===== src/core/ocm_pkg.sv =====
/*
 * Shared constants for the over-range / clock output mux block.
 * Assumes a single 25 MHz clock domain and a plain register port.
 */
package ocm_pkg;
    // -----------------------------------------------------------------
    // Register offsets and fields
    // -----------------------------------------------------------------
    localparam logic [3:0] OCM_REG_CTRL = 4'h0;
    localparam logic [3:0] OCM_REG_THRESH = 4'h1;
    localparam logic [3:0] OCM_REG_HOLD = 4'h2;
    localparam logic [3:0] OCM_REG_STATUS = 4'h3;
    localparam logic [3:0] OCM_REG_IRQ_STAT = 4'h4;
    localparam logic [3:0] OCM_REG_IRQ_CLR = 4'h5;
    localparam logic [3:0] OCM_REG_IRQ_EN = 4'h6;
    localparam int OCM_CTRL_OVR_EN = 0;
    localparam int OCM_CTRL_OVR_DIS = 1;
    localparam int OCM_CTRL_C_LO = 2;
    localparam int OCM_CTRL_D_LO = 4;
    localparam logic [5:0] OCM_CTRL_RST = 6'h00;
    localparam logic [8:0] OCM_THRESH_RST = 9'h0ff;
    localparam logic [7:0] OCM_HOLD_RST = 8'h04;
    localparam logic [1:0] OCM_CFG_OFF = 2'h0;
    localparam logic [1:0] OCM_CFG_DIV1 = 2'h1;
    localparam logic [1:0] OCM_CFG_DIV2 = 2'h2;
    localparam logic [1:0] OCM_CFG_DIV4 = 2'h3;
    localparam logic [1:0] OCM_NUM_CHANNELS_QUAD = 2'h3;
endpackage : ocm_pkg


===== src/core/ocm_mux.sv =====
/*
 * Channel C/D status pins: over-range flags or repeated reference clocks.
 * Assumes a synchronous environment on mclk; the reference clock and the
 * converter samples arrive as ordinary synchronous inputs.
 */
// Local design decisions: the register addresses and the plain strobed port.
`timescale 1ns/10ps
`default_nettype none
module ocm_mux #(
    parameter logic [1:0] OCM_VARIANT = 2'h3
) (
    // Clock and reset
    input wire logic mclk,
    input wire logic rst_n,
    // Device pins
    input wire logic clock_out_config_bit0,
    input wire logic clock_out_config_bit1,
    input wire logic power_down_pin,
    input wire logic pll_enable_pin,
    input wire logic ref_single_ended_select,
    input wire logic diff_ref_in,
    input wire logic single_ended_ref_in,
    // Converter samples, magnitude per channel
    input wire logic [8:0] sample_mag_c,
    input wire logic [8:0] sample_mag_d,
    // Register port
    input wire logic [3:0] reg_addr,
    input wire logic [15:0] reg_wdata,
    input wire logic reg_wr,
    input wire logic reg_rd,
    output logic [15:0] reg_rdata,
    // Outputs
    output logic range_flag_c_pin,
    output logic range_flag_d_pin,
    output logic refclk_repeat_out,
    output logic pll_active,
    output logic power_save,
    output logic irq
);
    import ocm_pkg::*;

    // -----------------------------------------------------------------
    // Registers
    // -----------------------------------------------------------------
    logic [5:0] ctrl;
    logic [8:0] overrange_threshold;
    logic [7:0] overrange_hold_count;
    logic [1:0] irq_stat;
    logic [1:0] irq_en;
    logic [7:0] hold_c;
    logic [7:0] hold_d;
    logic flag_c;
    logic flag_d;
    logic [1:0] div_cnt;
    logic ref_q;
    logic next_ref;
    logic ref_rise;
    logic [1:0] cfg_pins;
    logic [1:0] cfg_c;
    logic [1:0] cfg_d;
    logic clk_mode;
    logic quad;
    logic over_c;
    logic over_d;

    function automatic logic ocm_pick(input logic [1:0] cfg, input logic r,
                                      input logic [1:0] cnt);
        case (cfg)
            OCM_CFG_DIV1: ocm_pick = r;
            OCM_CFG_DIV2: ocm_pick = cnt[0];
            OCM_CFG_DIV4: ocm_pick = cnt[1];
            default: ocm_pick = 1'b0;
        endcase
    endfunction : ocm_pick

    // Register writes; the serial override only acts when its enable is set.
    always_ff @(posedge mclk) begin
        if (!rst_n) begin
            ctrl <= OCM_CTRL_RST;
            overrange_threshold <= OCM_THRESH_RST;
            overrange_hold_count <= OCM_HOLD_RST;
            irq_en <= 2'h0;
        end else if (reg_wr) begin
            case (reg_addr)
                OCM_REG_CTRL: ctrl <= reg_wdata[5:0];
                OCM_REG_THRESH: overrange_threshold <= reg_wdata[8:0];
                OCM_REG_HOLD: overrange_hold_count <= reg_wdata[7:0];
                OCM_REG_IRQ_EN: irq_en <= reg_wdata[1:0];
                default: ;
            endcase
        end
    end

    // -----------------------------------------------------------------
    // Reference selection and mode decode
    // -----------------------------------------------------------------
    assign next_ref = ref_single_ended_select ? single_ended_ref_in : diff_ref_in;
    assign pll_active = pll_enable_pin & ~power_down_pin;
    assign power_save = power_down_pin;
    assign cfg_pins = {clock_out_config_bit1, clock_out_config_bit0};
    assign quad = (OCM_VARIANT == OCM_NUM_CHANNELS_QUAD);
    // Pins work without any write, so a clock is there from power-up.
    assign cfg_c = ctrl[OCM_CTRL_OVR_EN] ?
        (ctrl[OCM_CTRL_OVR_DIS] ? OCM_CFG_OFF : ctrl[OCM_CTRL_C_LO +: 2]) : cfg_pins;
    // D follows pins only as an undivided copy; dividers need the override.
    assign cfg_d = (cfg_c == OCM_CFG_OFF) ? OCM_CFG_OFF :
        (ctrl[OCM_CTRL_OVR_EN] ? ctrl[OCM_CTRL_D_LO +: 2] : OCM_CFG_DIV1);
    assign clk_mode = pll_enable_pin & ~power_down_pin;
    assign ref_rise = next_ref & ~ref_q;

    // Repeated reference register; stopped during power-down.
    always_ff @(posedge mclk) begin
        if (!rst_n) begin
            ref_q <= 1'b0;
        end else begin
            ref_q <= power_down_pin ? 1'b0 : next_ref;
        end
    end

    // Divider counter advances on reference rising edges; cleared when off.
    always_ff @(posedge mclk) begin
        if (!rst_n || power_down_pin || !pll_enable_pin) begin
            div_cnt <= 2'h0;
        end else if (ref_rise) begin
            div_cnt <= div_cnt + 2'h1;
        end
    end

    // -----------------------------------------------------------------
    // Over-range detection with minimum hold
    // -----------------------------------------------------------------
    assign over_c = quad && (sample_mag_c > overrange_threshold);
    assign over_d = quad && (sample_mag_d > overrange_threshold);

    // Each flag restarts its hold count on every exceedance.
    always_ff @(posedge mclk) begin
        if (!rst_n) begin
            hold_c <= 8'h00;
            flag_c <= 1'b0;
        end else if (over_c) begin
            flag_c <= 1'b1;
            hold_c <= overrange_hold_count;
        end else if (hold_c > 8'h01) begin
            hold_c <= hold_c - 8'h01;
        end else begin
            hold_c <= 8'h00;
            flag_c <= 1'b0;
        end
    end

    // Channel D keeps its own hold count, so one channel never stretches the other.
    always_ff @(posedge mclk) begin
        if (!rst_n) begin
            hold_d <= 8'h00;
            flag_d <= 1'b0;
        end else if (over_d) begin
            flag_d <= 1'b1;
            hold_d <= overrange_hold_count;
        end else if (hold_d > 8'h01) begin
            hold_d <= hold_d - 8'h01;
        end else begin
            hold_d <= 8'h00;
            flag_d <= 1'b0;
        end
    end

    // -----------------------------------------------------------------
    // Pin outputs, registered
    // -----------------------------------------------------------------
    // Clock modes are gated by clk_mode, so a stopped PLL leaves the pins low, not frozen high.
    always_ff @(posedge mclk) begin
        if (!rst_n) begin
            range_flag_c_pin <= 1'b0;
            range_flag_d_pin <= 1'b0;
            refclk_repeat_out <= 1'b0;
        end else begin
            refclk_repeat_out <= pll_active ? next_ref : 1'b0;
            if (cfg_c == OCM_CFG_OFF) begin
                range_flag_c_pin <= flag_c;
            end else begin
                range_flag_c_pin <= clk_mode & ocm_pick(cfg_c, next_ref, div_cnt);
            end
            if (cfg_d == OCM_CFG_OFF) begin
                range_flag_d_pin <= flag_d;
            end else begin
                range_flag_d_pin <= clk_mode & ocm_pick(cfg_d, next_ref, div_cnt);
            end
        end
    end

    // -----------------------------------------------------------------
    // Interrupts: sticky over-range events, set wins over clear
    // -----------------------------------------------------------------
    // A clear that meets a new event in the same cycle loses, so no event is missed.
    always_ff @(posedge mclk) begin
        if (!rst_n) begin
            irq_stat <= 2'h0;
        end else begin
            irq_stat <= (irq_stat & ~((reg_wr && reg_addr == OCM_REG_IRQ_CLR) ?
                        reg_wdata[1:0] : 2'h0)) | {over_d, over_c};
        end
    end
    // The interrupt is a level; it drops only when software clears or masks the event.
    assign irq = |(irq_stat & irq_en);

    // Read data, valid the cycle after the read strobe.
    always_ff @(posedge mclk) begin
        if (!rst_n) begin
            reg_rdata <= 16'h0000;
        end else if (reg_rd) begin
            case (reg_addr)
                OCM_REG_CTRL: reg_rdata <= {10'h000, ctrl};
                OCM_REG_THRESH: reg_rdata <= {7'h00, overrange_threshold};
                OCM_REG_HOLD: reg_rdata <= {8'h00, overrange_hold_count};
                OCM_REG_STATUS: reg_rdata <= {10'h000, cfg_c, cfg_d, flag_d, flag_c};
                OCM_REG_IRQ_STAT: reg_rdata <= {14'h0000, irq_stat};
                OCM_REG_IRQ_EN: reg_rdata <= {14'h0000, irq_en};
                default: reg_rdata <= 16'h0000;
            endcase
        end else begin
            reg_rdata <= 16'h0000;
        end
    end

    // -----------------------------------------------------------------
    // Assertions
    // -----------------------------------------------------------------
    // Flag capture: an exceedance always raises the flag on the next edge.
    a_flag_c_set: assert property (@(posedge mclk) disable iff (!rst_n)
        over_c |=> flag_c) else $error("flag c not set");
    a_flag_d_set: assert property (@(posedge mclk) disable iff (!rst_n)
        over_d |=> flag_d) else $error("flag d not set");
    a_flag_hold: assert property (@(posedge mclk) disable iff (!rst_n)
        (over_c && overrange_hold_count >= 8'h02) |=> flag_c[*2]) else $error("hold short");
    a_hold_d_min: assert property (@(posedge mclk) disable iff (!rst_n)
        (over_d && overrange_hold_count >= 8'h02) |=> flag_d[*2]) else $error("hold d short");
    a_variant_only: assert property (@(posedge mclk) disable iff (!rst_n)
        !quad |-> !over_c && !over_d) else $error("flag outside quad");

    // Flag mode: each pin shows its flag one edge late.
    a_flag_mode_c: assert property (@(posedge mclk) disable iff (!rst_n)
        (cfg_c == OCM_CFG_OFF) |=> range_flag_c_pin == $past(flag_c)) else $error("c flag");
    a_flag_mode_d: assert property (@(posedge mclk) disable iff (!rst_n)
        (cfg_d == OCM_CFG_OFF) |=> range_flag_d_pin == $past(flag_d)) else $error("d flag");

    // Clock mode on C: the pin copies the reference or one divider bit.
    a_c_ref_copy: assert property (@(posedge mclk) disable iff (!rst_n)
        (cfg_c == OCM_CFG_DIV1 && clk_mode) |=> range_flag_c_pin == $past(next_ref))
        else $error("c not ref copy");
    a_c_half_rate: assert property (@(posedge mclk) disable iff (!rst_n)
        (cfg_c == OCM_CFG_DIV2 && clk_mode) |=> range_flag_c_pin == $past(div_cnt[0]))
        else $error("c not half rate");
    a_c_quarter_rate: assert property (@(posedge mclk) disable iff (!rst_n)
        (cfg_c == OCM_CFG_DIV4 && clk_mode) |=> range_flag_c_pin == $past(div_cnt[1]))
        else $error("c not quarter rate");

    // A clock mode with the PLL off or powered down keeps the pins low.
    a_c_clock_off: assert property (@(posedge mclk) disable iff (!rst_n)
        (cfg_c != OCM_CFG_OFF && !clk_mode) |=> !range_flag_c_pin) else $error("c clock runs");
    a_d_clock_off: assert property (@(posedge mclk) disable iff (!rst_n)
        (cfg_d != OCM_CFG_OFF && !clk_mode) |=> !range_flag_d_pin) else $error("d clock runs");
    a_pd_stops: assert property (@(posedge mclk) disable iff (!rst_n)
        power_down_pin |=> !refclk_repeat_out) else $error("ref not stopped");
    a_ref_needs_pll: assert property (@(posedge mclk) disable iff (!rst_n)
        !pll_enable_pin |=> !refclk_repeat_out) else $error("ref without pll");

    // D decode: never alone, and only undivided when set from the pins.
    a_d_needs_c: assert property (@(posedge mclk) disable iff (!rst_n)
        cfg_d != OCM_CFG_OFF |-> cfg_c != OCM_CFG_OFF) else $error("d without c");
    a_d_pins_div1: assert property (@(posedge mclk) disable iff (!rst_n)
        (!ctrl[OCM_CTRL_OVR_EN] && cfg_pins != 2'h0) |-> cfg_d == OCM_CFG_DIV1)
        else $error("d div on pins");

    // Divider: cleared while off, one step per reference rise while running.
    a_div_held: assert property (@(posedge mclk) disable iff (!rst_n)
        !pll_enable_pin |=> div_cnt == 2'h0) else $error("divider runs");
    a_div_step: assert property (@(posedge mclk) disable iff (!rst_n)
        (pll_active && ref_rise) |=> div_cnt == $past(div_cnt) + 2'h1)
        else $error("divider stuck");

    // Main scenarios that the bench is expected to reach.
    c_flag_pulse: cover property (@(posedge mclk) disable iff (!rst_n) over_c ##1 flag_c);
    c_div4_mode: cover property (@(posedge mclk) disable iff (!rst_n) cfg_c == OCM_CFG_DIV4);
    c_irq_raise: cover property (@(posedge mclk) disable iff (!rst_n) irq);
    c_d_half_rate: cover property (@(posedge mclk) disable iff (!rst_n) cfg_d == OCM_CFG_DIV2);
endmodule : ocm_mux
`default_nettype wire


===== config.mk =====
export PLATFORM = sky130hd
export DESIGN_NAME = ocm_mux
export DESIGN_NICKNAME = d
export VERILOG_FILES = /design/src/core/ocm_pkg.sv /design/src/core/ocm_mux.sv
export SDC_FILE = /design/constraint.sdc
export NUM_CORES = 1
export LEC_CHECK = 0
export BUFFER_PORTS_ARGS = -buffer_cell sky130_fd_sc_hd__buf_2
export CORE_MARGIN = 2
export CORE_UTILIZATION = 49
export DETAILED_ROUTE_END_ITERATION = 8
export PLACE_DENSITY = 0.81
export RECOVER_POWER = 25
export REMOVE_ABC_BUFFERS = 1
export SETUP_SLACK_MARGIN = 0.5
export SYNTH_ARGS = -nofsm -noshare
export SYNTH_HDL_FRONTEND = slang
export SYNTH_SLANG_ARGS = --single-unit

===== constraint.sdc =====
create_clock -name mclk -period 2.1 [get_ports mclk]
set_clock_uncertainty 0.1 [all_clocks]
set_input_delay 0.315 -clock mclk [delete_from_list [all_inputs] [get_ports mclk]]
set_output_delay 0.315 -clock mclk [all_outputs]
set_load 0.01 [all_outputs]

==> impl_metrics.yaml <==
hold_path:
  worstHoldEndpoint: "ref_q$_SDFF_PP0_"
  hold_path_depth: 2
  min_path_type: "in -> reg"
  hp-start: "power_down_pin"
synthesis:
  yosys_register_bits: 60
  synth_warnings: 0
  synth.most_common_cell: "dfxtp_1"
  synth-edff-count: 0
  ys_async_sr_fraction_pct: 0
  synth_area_leaders: "dfxtp_1, mux2i_1, ha_1"
  syn_area_per_cell_um2: 9.02
  synth_cells: 362
  yosys.area.top_type: "dfxtp_1"
  synth_cell_types: 49
  synth_flop_cell: "dfxtp_1"
  syn-cell-area_um2: 3270
  synthTopCellsByCount: "dfxtp_1, nand2_1, mux2i_1, nor2_1, ha_1"
  synth_top_area_share_pct: 36.8
  yosysSeqAreaShare_pct: 36.8
critical_path:
  path_max_fanout: 5
  r2r_start: "overrange_threshold[2]$_SDFFE_PN1P_"
  end_kind: "flop"
  rrSetupSlack_ns: 0.13
  reg2reg_depth: 7
  cp-start-kind: "flop"
  arrival_ns: 2.13
  crit_required_ns: 2.26
  reg2reg_to: "hold_c[1]$_SDFF_PN0_"
  path_class: "reg -> reg"
cts:
  cts_sinks: 60
  cts_tree: "built"
  cts.clk_slew.worst_paths_ns: 0.07
  cts_buffers: 9
  cts_root_buffer: "clkbuf_8"
  ctsLongestPathBuffers: 2
  clk_latency_ns: 0.34
  h-tree-depth: 3
global_route:
  grt_pass1_wl_um: 13900
  grt_pass1_vias: 2905
  overflow: 0
  busiest_layer: "met2"
  grt_use_met2_pct: 40.1
  met3_usage_pct: 6.26
  grt_start_max_net_pins: 24
  antenna_found_initial: 0
  met1_usage_pct: 30.3
  grt_usage_pct: 24.2
detailed_routing:
  firstDrtPassIters: 5
  vias: 2965
  viasPerCell: 5.84
  wl_per_cell_um: 16.5
  antenna_left: 0
  drt_iter0_drc: 163
  post-route-drc-count: 0
  routed_wl_um: 8370
pwr:
  ir_drop_v: 0.000564
  power_leakage_uw: 0.00180
  power.density_nw_per_um2: 942
placement:
  place_congestion: 0.849
  dp_hpwl_um: 5970
  placedCellCount: 489
  numPortBuffers: 56
layout:
  antenna_cells: 0
  fin_cells: 508
  syn_to_final_growth_pct: 21.9
  drive_above_1_share_pct: 24.6
  fin_nets: 497
floorplan:
  fp.dieH_um: 85.7
  die_area_um2: 7340
  io_pins: 71
  rows: 29
  core-area_um2: 6390
  start_util_pct: 51.2
  die_w_um: 85.7
sta:
  rsz0062_at_grt: "true"
  fmax_ghz: 0.507
  post-route-period-util_pct: 93.9
  relSlewSlack_pct: 22.2
  setup_violations: 0
  post-route-min-period_ns: 1.97
  tightest_slew_ns: 1.17
  hold_viol_final: 0
  setup_tns_ns: 0
  slew_viol_final: 0
outcome:
  outcome: "finished clean"
flow_run:
  max_cap_violations: 0
==> power breakdown <==
group          switching [uW]  total [uW]  internal (uW)
combinational             611        1160            547
sequential                172        1470           1290
clock                     452        1130            675
total                    1240        3750           2520
==> stage by stage <==
step	total power [uW]	area (um^2)	util [%]	setup slack, ns	hold slack, ns
4_1_cts	3710	3990	62.5	0.166	0.0581
6_report	3750	3980	62.4	0.128	0.0720
3_3_place_gp	2500	3640	57.0	0.216	0.333
5_1_grt	3990	3980	62.4	0.0489	0.0717
3_5_place_dp	2560	3640	57.0	0.139	0.352
2_1_floorplan	2240	3160	-	0.0341	0.277
==> cells in the final DEF, fill, tap and decap left out, types with 5 or more instances in the layout <==
cell type	count
a21oi_1	16
buf_2	43
buf_4	9
clkbuf_1	15
clkbuf_8	13
conb_1	7
dfxtp_1	53
dfxtp_2	7
ha_1	16
ha_4	6
inv_1	11
inv_2	6
mux2i_1	35
nand2_1	42
nand3_1	6
nand4_1	8
nor2_1	26
nor2b_1	7
o211ai_1	12
o21ai_0	9
or3_1	5
==> per-layer routing <==
| layer | wire length, um | share of wire (%) | vias up |
|---|---|---|---|
| li1 | - | - | 1415 |
| met1 | 3650 | 44 | 1421 |
| met2 | 4000 | 48 | 110 |
| met3 | 498 | 6.0 | 19 |
| met4 | 224 | 2.7 | 0 |
| met5 | 0 | 0 | - |
==> layout make-up <==
class,count,area (um^2)
clock buffers,13,179
fillers,529,2400
multi-input cells,267,1980
flip-flops and latches,60,1210
repair buffers,70,403
clock inverters,3,42.5
inverters,18,70.1
well taps,77,96.3
==> worst max path at each step <==
stage	start	endpoint	slack, ns	depth (start not counted)
global placement	overrange_threshold[4]$_SDFFE_PN1P_	hold_d[0]$_SDFF_PN0_	0.22	7
finish	overrange_threshold[2]$_SDFFE_PN1P_	hold_c[1]$_SDFF_PN0_	0.13	7
global route	overrange_threshold[2]$_SDFFE_PN1P_	hold_c[1]$_SDFF_PN0_	0.05	7
CTS	overrange_threshold[2]$_SDFFE_PN1P_	hold_c[1]$_SDFF_PN0_	0.17	7
floorplan	overrange_threshold[8]$_SDFFE_PN0P_	hold_c[0]$_SDFF_PN0_	0.03	6
detailed placement	overrange_threshold[4]$_SDFFE_PN1P_	hold_d[1]$_SDFF_PN0_	0.14	7
==> cells by family after synthesis <==
family | Yosys count | share of synthesized area (%)
AOI/OAI and AO/OA | 68 | 14.1
xor gates and xnor gates | 6 | 1.61
adders and majority gates | 22 | 8.43
buffers and inverters | 41 | 6.09
DFF | 60 | 36.8
muxes | 42 | 14.5
other | 1 | 0.115
and+or+nand+nor | 122 | 18.4
==> registers in the layout, summed over array words and instances, names as in the netlist, 6 cells and up <==
register / count
overrange_threshold: 9
reg_rdata: 9
hold_c: 8
hold_d: 8
overrange_hold_count: 8
ctrl: 6
==> repair_timing <==
action / CTS / global route
setup endpoints to repair: 20 / 20
pin swaps: 1 / 0
hold buffers: 0 / 0
hold endpoints to repair: 0 / 0
resized for setup: 23 / 3
cloned: 1 / 0
setup buffers: 2 / 0
==> critical path, cell delays in order (launching register included) <==
cell and delay [ns]:
dfxtp_2 0.36, inv_4 0.05, ha_4 0.26, nand4_1 0.12, or3_1 0.36, o211ai_1 0.12
bufbuf_16 0.31, mux2i_2 0.21
No activity file was read; power rests on OpenSTA's default activity.
